--- config.mk ---
export PLATFORM = sky130hd
export DESIGN_NAME = hsw_device_flat
export DESIGN_NICKNAME = d
export VERILOG_FILES = /design/src/design/hsw_pkg.sv /design/src/design/hsw_if.sv /design/src/design/hsw_device.sv /design/src/flat_wrapper.sv
export VERILOG_INCLUDE_DIRS = /design/src /design/src/design
export SDC_FILE = /design/constraint.sdc
export NUM_CORES = 1
export LEC_CHECK = 0
export ABC_AREA = 1
export BUFFER_PORTS_ARGS = -buffer_cell sky130_fd_sc_hd__buf_2
export CORE_MARGIN = 4
export CORE_UTILIZATION = 45
export CTS_CLUSTER_SIZE = 14
export DETAILED_ROUTE_END_ITERATION = 8
export PLACE_DENSITY_LB_ADDON = 0.2
export SKIP_CTS_REPAIR_TIMING = 1
export SLEW_MARGIN = 10
export SYNTH_ARGS = -nofsm -noshare
export SYNTH_HDL_FRONTEND = slang
export SYNTH_SLANG_ARGS = --single-unit
--- constraint.sdc ---
create_clock -name ref_clk -period 2.7 [get_ports ref_clk]
set_clock_uncertainty 0.2 [all_clocks]
set_input_delay 0.27 -clock ref_clk [delete_from_list [all_inputs] [get_ports ref_clk]]
set_output_delay 0.27 -clock ref_clk [all_outputs]
set_load 0.1 [all_outputs]
--- src/design/hsw_defs.svh ---
// Purpose: shared constants of the hot-swap supervisor and its host
// Assumes: 100 MHz core clock, one temperature lsb per degree
// Notes: definitions only
`ifndef HSW_DEFS_SVH
`define HSW_DEFS_SVH

// timing
`define HSW_CLK_MHZ 100
`define HSW_SAMPLE_PERIOD_US 1000
`define HSW_SAMPLE_CYCLES (`HSW_SAMPLE_PERIOD_US * `HSW_CLK_MHZ)
`define HSW_PULSE_US 10
`define HSW_PULSE_CYCLES (`HSW_PULSE_US * `HSW_CLK_MHZ)

// command codes
`define HSW_CMD_OPERATION 8'h03
`define HSW_CMD_OT_FAULT 8'h4F
`define HSW_CMD_OT_WARN 8'h51
`define HSW_CMD_VENDOR_STATUS 8'h80
`define HSW_CMD_TEMPERATURE 8'h8D
`define HSW_CMD_ALERT_MASK 8'hD8
`define HSW_CMD_DIAGNOSTIC 8'hE1
`define HSW_CMD_CLEAR_FLAGS 8'hF0

// operation values
`define HSW_OP_ON 8'h80
`define HSW_OP_OFF 8'h00

// reset values
`define HSW_OP_RESET 8'h80
`define HSW_WARN_RESET 16'h007D
`define HSW_FAULT_RESET 16'h0096
`define HSW_MASK_RESET 16'h0000
`define HSW_ADDR_BASE 7'h40

// field positions (combined_diagnostic_flags and alert mask share them)
`define HSW_VSF_SHORT 7
`define HSW_DIAG_SHORT 7
`define HSW_DIAG_LATCHED 4
`define HSW_DIAG_OT_WARN 3
`define HSW_DIAG_OT_FAULT 2
`define HSW_DIAG_OP_OFF 1

// host register offsets
`define HSW_HOST_CMD 8'h00
`define HSW_HOST_WDATA 8'h04
`define HSW_HOST_STATUS 8'h08
`define HSW_HOST_RDATA 8'h0C

// host register fields
`define HSW_HCMD_WRITE 8
`define HSW_HCMD_ADDR_LO 16
`define HSW_HCMD_RESTART 30
`define HSW_HCMD_GO 31
`define HSW_HST_BUSY 0
`define HSW_HST_ACK 1
`define HSW_HST_ALERT 2

`endif

--- src/design/hsw_pkg.sv ---
// Purpose: types of the hot-swap supervisor
// Assumes: nothing
// Notes: constants live in hsw_defs.svh
package hsw_pkg;
  typedef enum logic [1:0] {HSW_IDLE, HSW_REQ, HSW_WAIT} hsw_host_state_t;
  typedef logic [1:0] hsw_strap_t;
endpackage

--- src/design/hsw_if.sv ---
// Purpose: management link between host controller and supervisor
// Assumes: both ends on ref_clk
// Notes: one command in flight at a time
`timescale 1ns/10ps
interface hsw_if;
  logic cmdValid;
  logic cmdReady;
  logic cmdWrite;
  logic [6:0] cmdAddr;
  logic [7:0] cmdCode;
  logic [15:0] cmdWdata;
  logic rspValid;
  logic rspAck;
  logic [15:0] rspData;
  logic alertN;
  modport dev (
    input cmdValid, cmdWrite, cmdAddr, cmdCode, cmdWdata,
    output cmdReady, rspValid, rspAck, rspData, alertN
  );
  modport host (
    output cmdValid, cmdWrite, cmdAddr, cmdCode, cmdWdata,
    input cmdReady, rspValid, rspAck, rspData, alertN
  );
endinterface

--- src/design/hsw_device.sv ---
// Purpose: supervisor logic of a hot-swap protection controller
// Assumes: rst_n is the power-on reset; temperature code is same-clock
// Notes: analog limiting and fault timer ramps stay outside
//
// Contract
// - temperature sample pulse once per millisecond
// - temperature read command returns latest sample
// - alert low above warning threshold
// - pass switch off above fault threshold
// - thresholds rewritable, new values used
// - shorted switch flag in two registers
// - shorted flag pulls alert unless masked
// - enable low or overvoltage forces gate low
// - enable toggle clears latched-off state
// - enable and overvoltage leave settings alone
// - bus address latched from three-level straps
// - reference low holds reset, erases settings
// - address latched after reference release
// - operation 80h enables, 0h disables output
// - host restarts with 0h then 80h
// - latched-off bit held while latched
//
// Decided for this implementation: the AHB-Lite register port.
`timescale 1ns/10ps
`include "hsw_defs.svh"
module hsw_device #(
  parameter int unsigned SAMPLE_CYCLES = `HSW_SAMPLE_CYCLES,
  parameter int unsigned PULSE_CYCLES = `HSW_PULSE_CYCLES
)(
  // clock and power-on reset
  input wire logic ref_clk,
  input wire logic rst_n,
  // management link
  hsw_if.dev link,
  // supply and reference pins
  input wire logic enable_undervolt_input,
  input wire logic overvolt_input,
  input wire logic refReleased,
  // address straps, 0 ground, 1 open, 2 supply
  input wire logic [1:0] addr_strap_bit0,
  input wire logic [1:0] addr_strap_bit1,
  input wire logic [1:0] addr_strap_bit2,
  // analog side
  input wire logic senseAboveShort,
  input wire logic retryExhausted,
  input wire logic [15:0] tempCode,
  // outputs
  output logic tempPulse,
  output logic gateOn,
  output logic [6:0] busAddr
);
  localparam int NSYNC = 10;

  logic [NSYNC-1:0] pinRaw;
  logic [NSYNC-1:0] sync1_r;
  logic [NSYNC-1:0] sync2_r;
  logic enPrev_r;
  logic logicRst;
  logic enOk;
  logic ovHigh;
  logic refOk;
  logic shortOk;
  logic [31:0] sampleCnt_r;
  logic [15:0] measTemp_r;
  logic [7:0] operation_r;
  logic [15:0] warnThr_r;
  logic [15:0] faultThr_r;
  logic [15:0] alertMask_r;
  logic shortFlag_r;
  logic latchedOff_r;
  logic addrValid_r;
  logic [6:0] addr_r;
  logic gateOn_r;
  logic otWarn;
  logic otFault;
  logic take;
  logic hit;
  logic [15:0] diagWord;
  logic [7:0] vendorStatus;
  logic rspValid_r;
  logic rspAck_r;
  logic [15:0] rspData_r;

  function automatic logic [6:0] strapLevel(input hsw_pkg::hsw_strap_t s);
    strapLevel = (s == 2'h0) ? 7'h00 : ((s == 2'h1) ? 7'h01 : 7'h02);
  endfunction

  assign pinRaw = {senseAboveShort, refReleased, overvolt_input,
                   enable_undervolt_input, addr_strap_bit2,
                   addr_strap_bit1, addr_strap_bit0};

  genvar gi;
  generate
    for (gi = 0; gi < NSYNC; gi++)
    begin : g_sync
      always_ff @(posedge ref_clk)
      begin
        if (!rst_n)
        begin
          sync1_r[gi] <= 1'b0;
          sync2_r[gi] <= 1'b0;
        end
        else
        begin
          sync1_r[gi] <= pinRaw[gi];
          sync2_r[gi] <= sync1_r[gi];
        end
      end
    end
  endgenerate

  assign enOk = sync2_r[6];
  assign ovHigh = sync2_r[7];
  assign refOk = sync2_r[8];
  assign shortOk = sync2_r[9];

  // reference low holds logic reset
  // straps share the sync depth, so capture sees settled straps
  assign logicRst = !rst_n || !refOk;

  always_ff @(posedge ref_clk)
  begin
    if (logicRst)
    begin
      addrValid_r <= 1'b0;
      addr_r <= `HSW_ADDR_BASE;
    end
    else if (!addrValid_r)
    begin
      addrValid_r <= 1'b1;
      addr_r <= 7'(`HSW_ADDR_BASE + strapLevel(sync2_r[1:0])
                + 7'(3 * strapLevel(sync2_r[3:2]))
                + 7'(9 * strapLevel(sync2_r[5:4])));
    end
  end

  always_ff @(posedge ref_clk)
  begin
    if (logicRst)
      sampleCnt_r <= 32'h00000000;
    else if (sampleCnt_r == SAMPLE_CYCLES - 1)
      sampleCnt_r <= 32'h00000000;
    else
      sampleCnt_r <= sampleCnt_r + 32'h00000001;
  end

  // measurement current step while counter in pulse window
  assign tempPulse = !logicRst && (sampleCnt_r < PULSE_CYCLES);

  // sample taken at the end of the pulse, when the step has settled
  always_ff @(posedge ref_clk)
  begin
    if (logicRst)
      measTemp_r <= 16'h0000;
    else if (sampleCnt_r == PULSE_CYCLES - 1)
      measTemp_r <= tempCode;
  end

  assign take = link.cmdValid && link.cmdReady;
  assign hit = link.cmdAddr == addr_r;

  // settings written only over the link
  always_ff @(posedge ref_clk)
  begin
    if (logicRst)
    begin
      operation_r <= `HSW_OP_RESET;
      warnThr_r <= `HSW_WARN_RESET;
      faultThr_r <= `HSW_FAULT_RESET;
      alertMask_r <= `HSW_MASK_RESET;
    end
    else if (take && hit && link.cmdWrite)
    begin
      unique case (link.cmdCode)
        `HSW_CMD_OPERATION: operation_r <= link.cmdWdata[7:0];
        `HSW_CMD_OT_WARN: warnThr_r <= link.cmdWdata;
        `HSW_CMD_OT_FAULT: faultThr_r <= link.cmdWdata;
        `HSW_CMD_ALERT_MASK: alertMask_r <= link.cmdWdata;
        default: ;
      endcase
    end
  end

  assign otWarn = measTemp_r > warnThr_r;
  assign otFault = measTemp_r > faultThr_r;

  // sticky short flag, set beats clear
  always_ff @(posedge ref_clk)
  begin
    if (logicRst)
      shortFlag_r <= 1'b0;
    else if (shortOk && !gateOn_r)
      shortFlag_r <= 1'b1;
    else if (take && hit && link.cmdWrite
             && link.cmdCode == `HSW_CMD_CLEAR_FLAGS)
      shortFlag_r <= 1'b0;
  end

  always_ff @(posedge ref_clk)
  begin
    if (logicRst)
    begin
      latchedOff_r <= 1'b0;
      enPrev_r <= 1'b0;
    end
    else
    begin
      enPrev_r <= enOk;
      if (retryExhausted)
        latchedOff_r <= 1'b1;
      else if (enPrev_r && !enOk)
        latchedOff_r <= 1'b0;
    end
  end

  always_ff @(posedge ref_clk)
  begin
    if (logicRst)
      gateOn_r <= 1'b0;
    else
      gateOn_r <= enOk && !ovHigh && operation_r == `HSW_OP_ON
                  && !otFault && !latchedOff_r && !retryExhausted;
  end
  assign gateOn = gateOn_r;
  assign busAddr = addr_r;

  always_comb
  begin
    diagWord = 16'h0000;
    diagWord[`HSW_DIAG_SHORT] = shortFlag_r;
    diagWord[`HSW_DIAG_LATCHED] = latchedOff_r;
    diagWord[`HSW_DIAG_OT_WARN] = otWarn;
    diagWord[`HSW_DIAG_OT_FAULT] = otFault;
    diagWord[`HSW_DIAG_OP_OFF] = operation_r != `HSW_OP_ON;
    vendorStatus = 8'h00;
    vendorStatus[`HSW_VSF_SHORT] = shortFlag_r;
  end

  // read answers one cycle after the take
  // cleared at power-on only: no take occurs under a reference reset
  always_ff @(posedge ref_clk)
  begin
    if (!rst_n)
    begin
      rspValid_r <= 1'b0;
      rspAck_r <= 1'b0;
      rspData_r <= 16'h0000;
    end
    else
    begin
      rspValid_r <= take;
      rspAck_r <= take && hit;
      if (take)
      begin
        unique case (link.cmdCode)
          `HSW_CMD_OPERATION: rspData_r <= {8'h00, operation_r};
          `HSW_CMD_OT_WARN: rspData_r <= warnThr_r;
          `HSW_CMD_OT_FAULT: rspData_r <= faultThr_r;
          `HSW_CMD_ALERT_MASK: rspData_r <= alertMask_r;
          `HSW_CMD_TEMPERATURE: rspData_r <= measTemp_r;
          `HSW_CMD_VENDOR_STATUS: rspData_r <= {8'h00, vendorStatus};
          `HSW_CMD_DIAGNOSTIC: rspData_r <= diagWord;
          default: rspData_r <= 16'h0000;
        endcase
      end
    end
  end

  // no command taken while in reset or before the address is known
  assign link.cmdReady = !logicRst && addrValid_r;
  assign link.rspValid = rspValid_r;
  assign link.rspAck = rspAck_r;
  assign link.rspData = rspData_r;

  // alert from unmasked warning or unmasked short
  assign link.alertN = !((otWarn && !alertMask_r[`HSW_DIAG_OT_WARN])
                        || (shortFlag_r && !alertMask_r[`HSW_DIAG_SHORT]));
endmodule

--- src/flat_wrapper.sv ---
// flat-port wrapper written by rule: the top's interface ports become plain ports
module hsw_device_flat 
#(
  parameter int unsigned SAMPLE_CYCLES = `HSW_SAMPLE_CYCLES,
  parameter int unsigned PULSE_CYCLES = `HSW_PULSE_CYCLES
)
  (ref_clk, rst_n, enable_undervolt_input, overvolt_input, refReleased, addr_strap_bit0, addr_strap_bit1, addr_strap_bit2, senseAboveShort, retryExhausted, tempCode, tempPulse, gateOn, busAddr, link_cmdValid, link_cmdWrite, link_cmdAddr, link_cmdCode, link_cmdWdata, link_cmdReady, link_rspValid, link_rspAck, link_rspData, link_alertN);
  hsw_if link_i ();
  input wire logic ref_clk;
  input wire logic rst_n;
  input wire logic enable_undervolt_input;
  input wire logic overvolt_input;
  input wire logic refReleased;
  input wire logic [1:0] addr_strap_bit0;
  input wire logic [1:0] addr_strap_bit1;
  input wire logic [1:0] addr_strap_bit2;
  input wire logic senseAboveShort;
  input wire logic retryExhausted;
  input wire logic [15:0] tempCode;
  output logic tempPulse;
  output logic gateOn;
  output logic [6:0] busAddr;
  input wire logic [$bits(link_i.cmdValid)-1:0] link_cmdValid;
  input wire logic [$bits(link_i.cmdWrite)-1:0] link_cmdWrite;
  input wire logic [$bits(link_i.cmdAddr)-1:0] link_cmdAddr;
  input wire logic [$bits(link_i.cmdCode)-1:0] link_cmdCode;
  input wire logic [$bits(link_i.cmdWdata)-1:0] link_cmdWdata;
  output wire logic [$bits(link_i.cmdReady)-1:0] link_cmdReady;
  output wire logic [$bits(link_i.rspValid)-1:0] link_rspValid;
  output wire logic [$bits(link_i.rspAck)-1:0] link_rspAck;
  output wire logic [$bits(link_i.rspData)-1:0] link_rspData;
  output wire logic [$bits(link_i.alertN)-1:0] link_alertN;
  assign link_i.cmdValid = link_cmdValid;
  assign link_i.cmdWrite = link_cmdWrite;
  assign link_i.cmdAddr = link_cmdAddr;
  assign link_i.cmdCode = link_cmdCode;
  assign link_i.cmdWdata = link_cmdWdata;
  assign link_cmdReady = link_i.cmdReady;
  assign link_rspValid = link_i.rspValid;
  assign link_rspAck = link_i.rspAck;
  assign link_rspData = link_i.rspData;
  assign link_alertN = link_i.alertN;
  hsw_device #(.SAMPLE_CYCLES(SAMPLE_CYCLES), .PULSE_CYCLES(PULSE_CYCLES)) u_core (.ref_clk(ref_clk), .rst_n(rst_n), .link(link_i), .enable_undervolt_input(enable_undervolt_input), .overvolt_input(overvolt_input), .refReleased(refReleased), .addr_strap_bit0(addr_strap_bit0), .addr_strap_bit1(addr_strap_bit1), .addr_strap_bit2(addr_strap_bit2), .senseAboveShort(senseAboveShort), .retryExhausted(retryExhausted), .tempCode(tempCode), .tempPulse(tempPulse), .gateOn(gateOn), .busAddr(busAddr));
endmodule
==> results of run 1 <==
==> tightest hold or removal path, cell delays in order <==
cell,delay [ps]
buf_2,110
nand2_2,100
nor2_4,50
nand2_1,50
o21ai_0,60
==> routing by layer <==
layer,global-route usage (%),vias to the layer above,wire (um)
li1,-,3786,-
met1,27.9,3322,9460
met2,34.3,200,9430
met3,4.56,37,1170
met4,6.45,0,363
met5,0,-,0
==> worst max-delay path by stage <==
stage,startpoint,end,slack (ps),depth (start not counted)
2_1_floorplan,u_core.sync2_r[2],u_core.busAddr[3],160,9
3_3_place_gp,u_core.sync2_r[3],u_core.busAddr[3],100,9
3_5_place_dp,u_core.sync2_r[3],u_core.busAddr[3],60,9
4_1_cts,u_core.warnThr_r[15],link_alertN,-140,10
5_1_grt,u_core.warnThr_r[10],link_alertN,-50,10
6_report,u_core.warnThr_r[10],link_alertN,100,10
==> metrics by stage <==
stage / instance area, sq um / utilization (%) / setup TNS, ps / std cells / hold WS (ps)
final: 9460 / 56.9 / 0 / 1457 / 56.0
after CTS: 8980 / 53.9 / -139 / 1414 / -195
after global placement: 8390 / 50.4 / 0 / 1382 / 195
after floorplan: 7670 / - / 0 / 1093 / 168
after detailed placement: 8390 / 50.4 / 0 / 1382 / 201
after global routing: 9460 / 56.9 / -49.6 / 1457 / 79.1
==> cells in the mapped netlist, drive strengths merged <==
cell type and count:
nand2 241, nor2 162, dfxtp 154, inv 132, o21ai 91, a21oi 85
nand3 53, ha 44, clkbuf 21, nand4 18, nor3 18, buf 14
or2 13, xnor2 11, nor4 6, o22ai 6, xor2 5, nor3b 4
a211oi 3, and3 3, a21o 2, a31oi 2, clkinv 1, fa 1
o211ai 1, o31ai 1, or3 1
==> registers in the layout (all words and copies together), names as in the netlist, 7 cells and up <==
register	count
u_core.measTemp_r	16
u_core.link.rspData	16
u_core.operation_r	8
u_core.sync1_r	10
u_core.warnThr_r	16
u_core.busAddr	7
u_core.sampleCnt_r	32
u_core.alertMask_r	16
u_core.faultThr_r	16
==> kinds of logic (layout without fill, tap and decap cells) <==
logic type                 count (synthesis)  after routing  share of synthesized area, %
AOI/OAI and AO/OA                        191            191                          12.8
xor gates and xnor gates                  16             16                          1.83
adders and majority gates                 45             45                          7.44
DFF                                      154            154                          40.2
buffers and inverters                    168            312                          8.54
and+or+nand+nor                          519            519                          29.1
==> power by group <==
part	internal (uW)	switching, uW
Sequential	2290	7.08
Clock	1400	984
Combinational	108	118
Total	3790	1110
==> area by class of cell <==
| class | count | area (sq um) | area share (%) |
|---|---|---|---|
| inverter | 133 | 500 | 5.29 |
| clock buffer | 20 | 447 | 4.72 |
| timing repair buffer | 147 | 1020 | 10.7 |
| multi-input combinational | 771 | 4000 | 42.3 |
| clock inverter | 12 | 140 | 1.48 |
| sequential | 154 | 3080 | 32.6 |
| tap | 220 | 275 | 2.91 |
==> results.json, run 1 <==
{
  "end_kind": "output port",
  "cts_tree": "done",
  "post-layout-total-power_uw": 4900,
  "hold_class": "input port to flop",
  "detailedPlace.worstSlack_ps": 59.2,
  "antenna_left": 0,
  "layout_commonest_cell": "nand2_1",
  "drive_gt1_share_pct": 14.3,
  "crit_required_ps": 2230,
  "crit_chain": "inv_1, ha_1, nand4_1, nor3_4, nand2_1, nand2_2, nand2_1, o21ai_2, inv_2, buf_12",
  "setup.worst_path.class": "flop to output port",
  "max_slew_margin_pct": 63.9,
  "cts_buffers": 17,
  "die_h_um": 139,
  "synth_seq_area_share_pct": 40.2,
  "max-cap-violations": 0,
  "hp-start": "rst_n",
  "start_kind": "flop",
  "power_density_nw_per_um2": 518,
  "min_path_cells": 5,
  "worstReg2RegEnd": "u_core.busAddr[2]",
  "worstPathArrival_ps": 2130,
  "die_w_um": 139,
  "post-dp-hpwl_um": 15000,
  "min_to": "u_core.busAddr[2]",
  "status": "finished clean",
  "grt_max_degree": 48,
  "post-route-min-period_ps": 2600,
  "cp_max_fo": 2,
  "initial_core_util_pct": 46.0,
  "drt_iter0_drc": 476,
  "cts.clk_slew.worst_paths_ps": 70,
  "filler_cell_count": 1584,
  "root_buffer": "clkbuf_16",
  "grt_antenna_before_repair": 0,
  "gr-total-overflow": 0,
  "first_pass_iters": 5,
  "avgSynthCellArea_sq_um": 7.01,
  "clk_latency_ps": 430,
  "synthTopCellsByArea": "dfxtp_1 (40%), nand2_1 (12%), nor2_1 (7.7%)",
  "grt_pass1_vias": 6851,
  "drc": 0,
  "final_max_slew_viol_count": 0,
  "routedWlPerCell_um": 14.0,
  "ios": 91,
  "reg2reg_slack_ps": 140,
  "worst_slack_ps": 103,
  "core_area_sq_um": 16600,
  "yosysWarnings": 0,
  "cts_num_sinks": 154,
  "synth_cell_types": 39,
  "yosysTopAreaCellShare_pct": 40.2,
  "max_stage_delay_ps": 330,
  "r2r_cells": 8,
  "antenna_cells": 0,
  "irDropWorstVdd_v": 0.000450,
  "rr_startpoint": "u_core.sync2_r[3]",
  "cts.path.max_buffers": 2,
  "vias": 7345,
  "grt_pass1_wl_um": 33400,
  "synth_seq_cells": 154,
  "grt_usage_pct": 21.0,
  "syn_nets": 1200,
  "crit_top_cell": "nand2_1",
  "syn-cell-area_sq_um": 7660,
  "rows": 47,
  "post-route-period-util_pct": 96.2,
  "max_freq_mhz": 385,
  "htreeDepth": 4,
  "max_slew.worst_pin.slew_ps": 541,
  "syn_to_final_growth_pct": 23.5,
  "vias_per_cell": 5.04,
  "power.leakage_uw": 0.00425,
  "dieArea_sq_um": 19200,
  "setup_viol": 0,
  "final_cell_mix": "nand2_1 (236), nor2_1 (157), dfxtp_1 (153)",
  "rsz0062_at_grt": "yes",
  "place_congestion": 0.899,
  "synthCells": 1093,
  "wirelength_um": 20400,
  "cp_slowest_cell": "dfxtp_1",
  "io_buffers": 90,
  "crit_family": "simple AND/OR/NAND/NOR gates",
  "hold_violations": 0,
  "yosys.area.top_type": "dfxtp_1",
  "path_buf_inv": 3,
  "nNetsFinal": 1331
}
No activity file was read; power rests on OpenSTA's default activity.
==> run 2: changes to the inputs <==
--- a/config.mk
+++ b/config.mk
@@ -13,6 +13,7 @@
 export CTS_CLUSTER_SIZE = 14
 export DETAILED_ROUTE_END_ITERATION = 8
 export PLACE_DENSITY_LB_ADDON = 0.2
+export SETUP_SLACK_MARGIN = 0.4
 export SKIP_CTS_REPAIR_TIMING = 1
 export SLEW_MARGIN = 10
 export SYNTH_ARGS = -nofsm -noshare
==> results.json, run 2 (same netlist as run 1, synthesis figures left out) <==
{
  "status": "complete, but fails checks",
  "violations": "hold timing",
  "die_w_um": 139,
  "dieArea_sq_um": 19200,
  "crit_chain": "ha_4, nand4_1, nor3_2, nand2_1, nand2_2, nand2_2, o21ai_2, inv_2, buf_12",
  "wirelength_um": 20700,
  "post-layout-total-power_uw": 5000,
  "placed_cells": 1383,
  "grt_pass1_wl_um": 32700,
  "setup_viol": 0,
  "syn_to_final_growth_pct": 28.2,
  "drive_gt1_share_pct": 18.5,
  "die_h_um": 139,
  "cts.path.max_buffers": 2,
  "max_stage_delay_ps": 390,
  "rows": 47,
  "routedWlPerCell_um": 14.2,
  "final_cell_mix": "nand2_1 (232), nor2_1 (151), dfxtp_1 (135)",
  "power.internal_uw": 3930,
  "power.leakage_uw": 0.00434,
  "largest_reg_flops": 32,
  "post-dp-hpwl_um": 14900,
  "clk_latency_ps": 420,
  "initial_core_util_pct": 46.0,
  "min_to": "u_core.measTemp_r[7]",
  "ios": 91,
  "core_area_sq_um": 16600,
  "setup.worst_path.class": "flop to output port",
  "power_density_nw_per_um2": 509,
  "cts_num_sinks": 154,
  "seq_area_sq_um": 3110,
  "rr_startpoint": "u_core.sync2_r[3]",
  "grt_pass1_vias": 6734,
  "io_buffers": 90,
  "end_kind": "output port",
  "vias_per_cell": 4.99,
  "post-route-min-period_ps": 2550,
  "place_congestion": 0.895,
  "max_freq_mhz": 392,
  "layout_commonest_cell": "nand2_1",
  "hold_violations": 1,
  "cts.clk_slew.worst_paths_ps": 60,
  "filler_cell_count": 1589,
  "final_max_slew_viol_count": 0,
  "max-cap-violations": 0,
  "cts_buffers": 17,
  "worstReg2RegEnd": "u_core.busAddr[2]",
  "clkPwrFrac_pct": 49.3,
  "crit_top_cell": "nand2_2",
  "switchingPower_uw": 1070,
  "first_pass_iters": 5,
  "largest_register": "u_core.sampleCnt_r",
  "cp_slowest_cell": "dfxtp_1",
  "min_path_cells": 3,
  "rsz0062_at_grt": "yes",
  "r2r_cells": 8,
  "p_seq_share_pct": 45.9,
  "grt_max_degree": 53,
  "htreeDepth": 4,
  "start_kind": "flop",
  "crit_path_start": "u_core.measTemp_r[9]",
  "grt_usage_pct": 20.7,
  "irDropWorstVdd_v": 0.000440,
  "root_buffer": "clkbuf_16",
  "hp-start": "tempCode[7]",
  "combPwrFrac_pct": 4.8,
  "crit_required_ps": 2230,
  "max_slew.worst_pin.slew_ps": 548,
  "cp_max_fo": 4,
  "netSwitchingFraction_pct": 21.5,
  "drt_iter0_drc": 507,
  "hold_slack_ps": -19.2,
  "nNetsFinal": 1337,
  "grt_antenna_before_repair": 0,
  "post-route-period-util_pct": 94.5,
  "worstPathArrival_ps": 2080,
  "max_slew_margin_pct": 63.4,
  "hold_class": "input port to flop",
  "antenna_cells": 0,
  "cts_tree": "done",
  "multi_input_area_sq_um": 4230,
  "reg2reg_slack_ps": 330,
  "vias": 7294,
  "layout.cells.non_filler": 1461,
  "antenna_left": 0,
  "gr-total-overflow": 0,
  "drc": 0
}
-- run 2: cell types whose count changed in the layout (fill, tap and decap cells not counted), sizes merged --
cell         previous run  this run
bufinv                  2         3
inv                   135       133
clkinvlp                3         1
dlygate4sd3            43        42
clkinv                  5         6
buf                   104       111
-- run 2: layout make-up --
class,instances,share of cell area [%]
repair buffers,153,11.2
clock buffers,20,4.75
well taps,220,2.80
inverters,133,5.09
flip-flops and latches,154,31.7
multi-input cells,771,43.1
clock inverters,10,1.45
-- run 2: through the flow --
| stage | instance area, sq um | util [%] | setup TNS (ps) | setup WS [ps] |
|---|---|---|---|---|
| after global placement | 8500 | 51.1 | 0 | 319 |
| final | 9820 | 59.0 | 0 | 149 |
| after CTS | 9110 | 54.8 | -147 | -147 |
| after global routing | 9820 | 59.0 | 0 | 63.2 |
| after floorplan | 7780 | - | 0 | 403 |
| after detailed placement | 8500 | 51.1 | 0 | 260 |
-- run 2: worst max path at each step --
stage                        end  depth (start not counted)
2_1_floorplan  u_core.busAddr[2]                          8
3_3_place_gp         link_alertN                          9
3_5_place_dp   u_core.busAddr[2]                          8
4_1_cts              link_alertN                          9
5_1_grt              link_alertN                         10
6_report             link_alertN                          9
-- run 2: critical path, delay by kind of cell, from the launching register on --
family                     cells  cell delay [ps]
and+or+nand+nor                5              590
AOI/OAI and AO/OA              1              160
DFF                            1              390
adders and majority gates      1              300
buffers and inverters          2              220
-- run 2: metal layers --
metal	wire (um)	track usage, %	vias to the layer above	share of wire, %
met5	0	0	-	0
met2	9890	34.3	185	48
met1	9480	27.1	3278	46
li1	-	-	3798	-
met4	311	7.49	0	1.5
met3	1040	3.97	33	5.0
-- run 2: power by group through the flow --
stage               registers (uW)  logic, uW  clock network, uW
finish                        2300        241               2460
detailed placement            2350        186                  0
CTS                           2300        187               2500
global placement              2350        186                  0
floorplan                     2350       90.4                  0
global route                  2300        269               2610
==> run 3: changes to the inputs <==
--- a/config.mk
+++ b/config.mk
@@ -6,7 +6,6 @@
 export SDC_FILE = /design/constraint.sdc
 export NUM_CORES = 1
 export LEC_CHECK = 0
-export ABC_AREA = 1
 export BUFFER_PORTS_ARGS = -buffer_cell sky130_fd_sc_hd__buf_2
 export CORE_MARGIN = 4
 export CORE_UTILIZATION = 45
==> results.json, run 3 <==
{
  "status": "complete, but fails checks",
  "violations": "setup timing",
  "final_max_slew_viol_count": 0,
  "post-layout-total-power_uw": 4910,
  "synthTopCellsByArea": "dfxtp_1 (42%), ha_1 (7.6%), mux2i_1 (5.8%)",
  "post-route-period-util_pct": 107,
  "yosysWarnings": 0,
  "grt_pass1_wl_um": 30800,
  "routedWlPerCell_um": 17.4,
  "cts.clk_slew.worst_paths_ps": 60,
  "synthTopCellsByCount": "dfxtp_1 (154), nor2_1 (102), nand2_1 (84)",
  "synth-edff-count": 0,
  "combPwrFrac_pct": 5.4,
  "synth_most_common_cell": "dfxtp_1",
  "hp-start": "link_cmdAddr[4]",
  "power.leakage_uw": 0.00398,
  "ios": 91,
  "grt_max_degree": 57,
  "worst_slack_ps": -196,
  "root_buffer": "clkbuf_16",
  "grt_usage_pct": 21.5,
  "synthFlopType": "dfxtp_1",
  "antenna_cells": 0,
  "hold_slack_ps": 7.92,
  "grt_antenna_before_repair": 0,
  "max_freq_mhz": 345,
  "worstPathArrival_ps": 2430,
  "start_kind": "flop",
  "stdcell_area_sq_um": 10400,
  "first_pass_iters": 5,
  "io_buffers": 90,
  "dpl_cell_area_sq_um": 8400,
  "post-dp-hpwl_um": 14300,
  "layout_commonest_cell": "dfxtp_1",
  "final_cell_mix": "dfxtp_1 (115), buf_2 (88), nor2_1 (74)",
  "cp_max_fo": 3,
  "largest_reg_flops": 32,
  "crit_required_ps": 2230,
  "filler_cell_count": 1279,
  "seq_area_sq_um": 3150,
  "post-route-min-period_ps": 2900,
  "gr-total-overflow": 0,
  "power.internal_uw": 3760,
  "synthCells": 835,
  "rr_startpoint": "u_core.sync2_r[3]",
  "setup_viol": 1,
  "syn_nets": 942,
  "async_flop_share_pct": 0,
  "yosysTopAreaCellShare_pct": 42.5,
  "power_density_nw_per_um2": 471,
  "worstReg2RegEnd": "u_core.busAddr[5]",
  "placed_cells": 1144,
  "reg2reg_slack_ps": 160,
  "largest_register": "u_core.sampleCnt_r",
  "grt_pass1_vias": 5854,
  "min_path_cells": 4,
  "end_kind": "output port",
  "cts_num_sinks": 154,
  "drc": 0,
  "layout.cells.non_filler": 1246,
  "place_congestion": 0.870,
  "multi_input_area_sq_um": 4580,
  "clk_latency_ps": 420,
  "initial_core_util_pct": 45.8,
  "htreeDepth": 4,
  "vias": 6720,
  "min_to": "u_core.link.rspAck",
  "syn-cell-area_sq_um": 7260,
  "wirelength_um": 21600,
  "die_h_um": 135,
  "cts_buffers": 17,
  "r2r_cells": 12,
  "vias_per_cell": 5.39,
  "avgSynthCellArea_sq_um": 8.69,
  "postLayoutCoreUtil_pct": 65.9,
  "netSwitchingFraction_pct": 23.5,
  "max-cap-violations": 0,
  "hold_violations": 0,
  "dieArea_sq_um": 18200,
  "antenna_left": 0,
  "cts_tree": "done",
  "synth_seq_cells": 154,
  "p_seq_share_pct": 46.6,
  "nNetsFinal": 1124,
  "syn_to_final_growth_pct": 43.7,
  "setup.worst_path.class": "flop to output port",
  "drive_gt1_share_pct": 33.9,
  "drt_iter0_drc": 440,
  "yosys.area.top_type": "dfxtp_1",
  "clkPwrFrac_pct": 48.0,
  "irDropWorstVdd_v": 0.000480,
  "max_slew_margin_pct": 50.9,
  "switchingPower_uw": 1160,
  "rows": 46,
  "core_area_sq_um": 15800,
  "rsz0062_at_grt": "yes",
  "hold_class": "input port to flop",
  "cts.path.max_buffers": 2,
  "die_w_um": 135,
  "synth_seq_area_share_pct": 42.5,
  "crit_path_start": "u_core.warnThr_r[7]",
  "max_slew.worst_pin.slew_ps": 737,
  "synth_cell_types": 51
}
## run 3: how the worst max path moves through the flow
stage                       endpoint  slack (ps)  depth (start not counted)
6_report                 link_alertN        -200                          8
5_1_grt                  link_alertN        -270                          8
4_1_cts                  link_alertN        -250                          8
3_5_place_dp   u_core.faultThr_r[13]          80                          8
3_3_place_gp   u_core.faultThr_r[14]          90                          8
2_1_floorplan              tempPulse        -110                          4
## run 3: cell families after synthesis
kind of cell / after synthesis / share of synthesized area, %
AO/OA/AOI/OAI: 154 / 13.1
XOR/XNOR: 37 / 4.47
adder cells (fa/ha/maj): 45 / 7.86
buffers and inverters: 84 / 4.85
flip-flops: 154 / 42.5
multiplexers: 43 / 5.95
AND/OR/NAND/NOR: 318 / 21.3
## run 3: power groups by stage
stage | sequential (uW) | clock, uW | combinational, uW
finish | 2290 | 2360 | 266
detailed placement | 2340 | 0 | 191
global placement | 2340 | 0 | 190
CTS | 2290 | 2400 | 193
global route | 2290 | 2510 | 290
floorplan | 2350 | 0 | 91.8
## run 3: per-layer routing
metal | global-route usage, % | vias up | wire length (um)
li1 | - | 3276 | -
met1 | 28.3 | 3171 | 9220
met2 | 34.8 | 227 | 10500
met3 | 5.44 | 46 | 1250
met4 | 7.11 | 0 | 614
met5 | 0 | - | 0
## run 3: critical path: stages, from the launching register on
cell and delay [ps]:
dfxtp_2 350, inv_2 50, ha_4 220, a21oi_2 130, o21ai_1 80, a221o_1 360, a211o_1 310, a32oi_4 300
buf_12 210
## run 3: layout make-up
cell class                 count  area share (%)
sequential                   154            30.2
timing repair buffer         202            16.1
clock inverter                13            1.26
clock buffer                  19            4.34
tap                          216            2.59
multi-input combinational    597            43.9
inverter                      45            1.62
## run 3: metrics by stage
stage / setup slack, ps / setup TNS [ps]
after floorplan: -111 / -111
final: -196 / -196
after CTS: -251 / -437
after detailed placement: 82.4 / 0
after global routing: -272 / -342
after global placement: 88.5 / 0
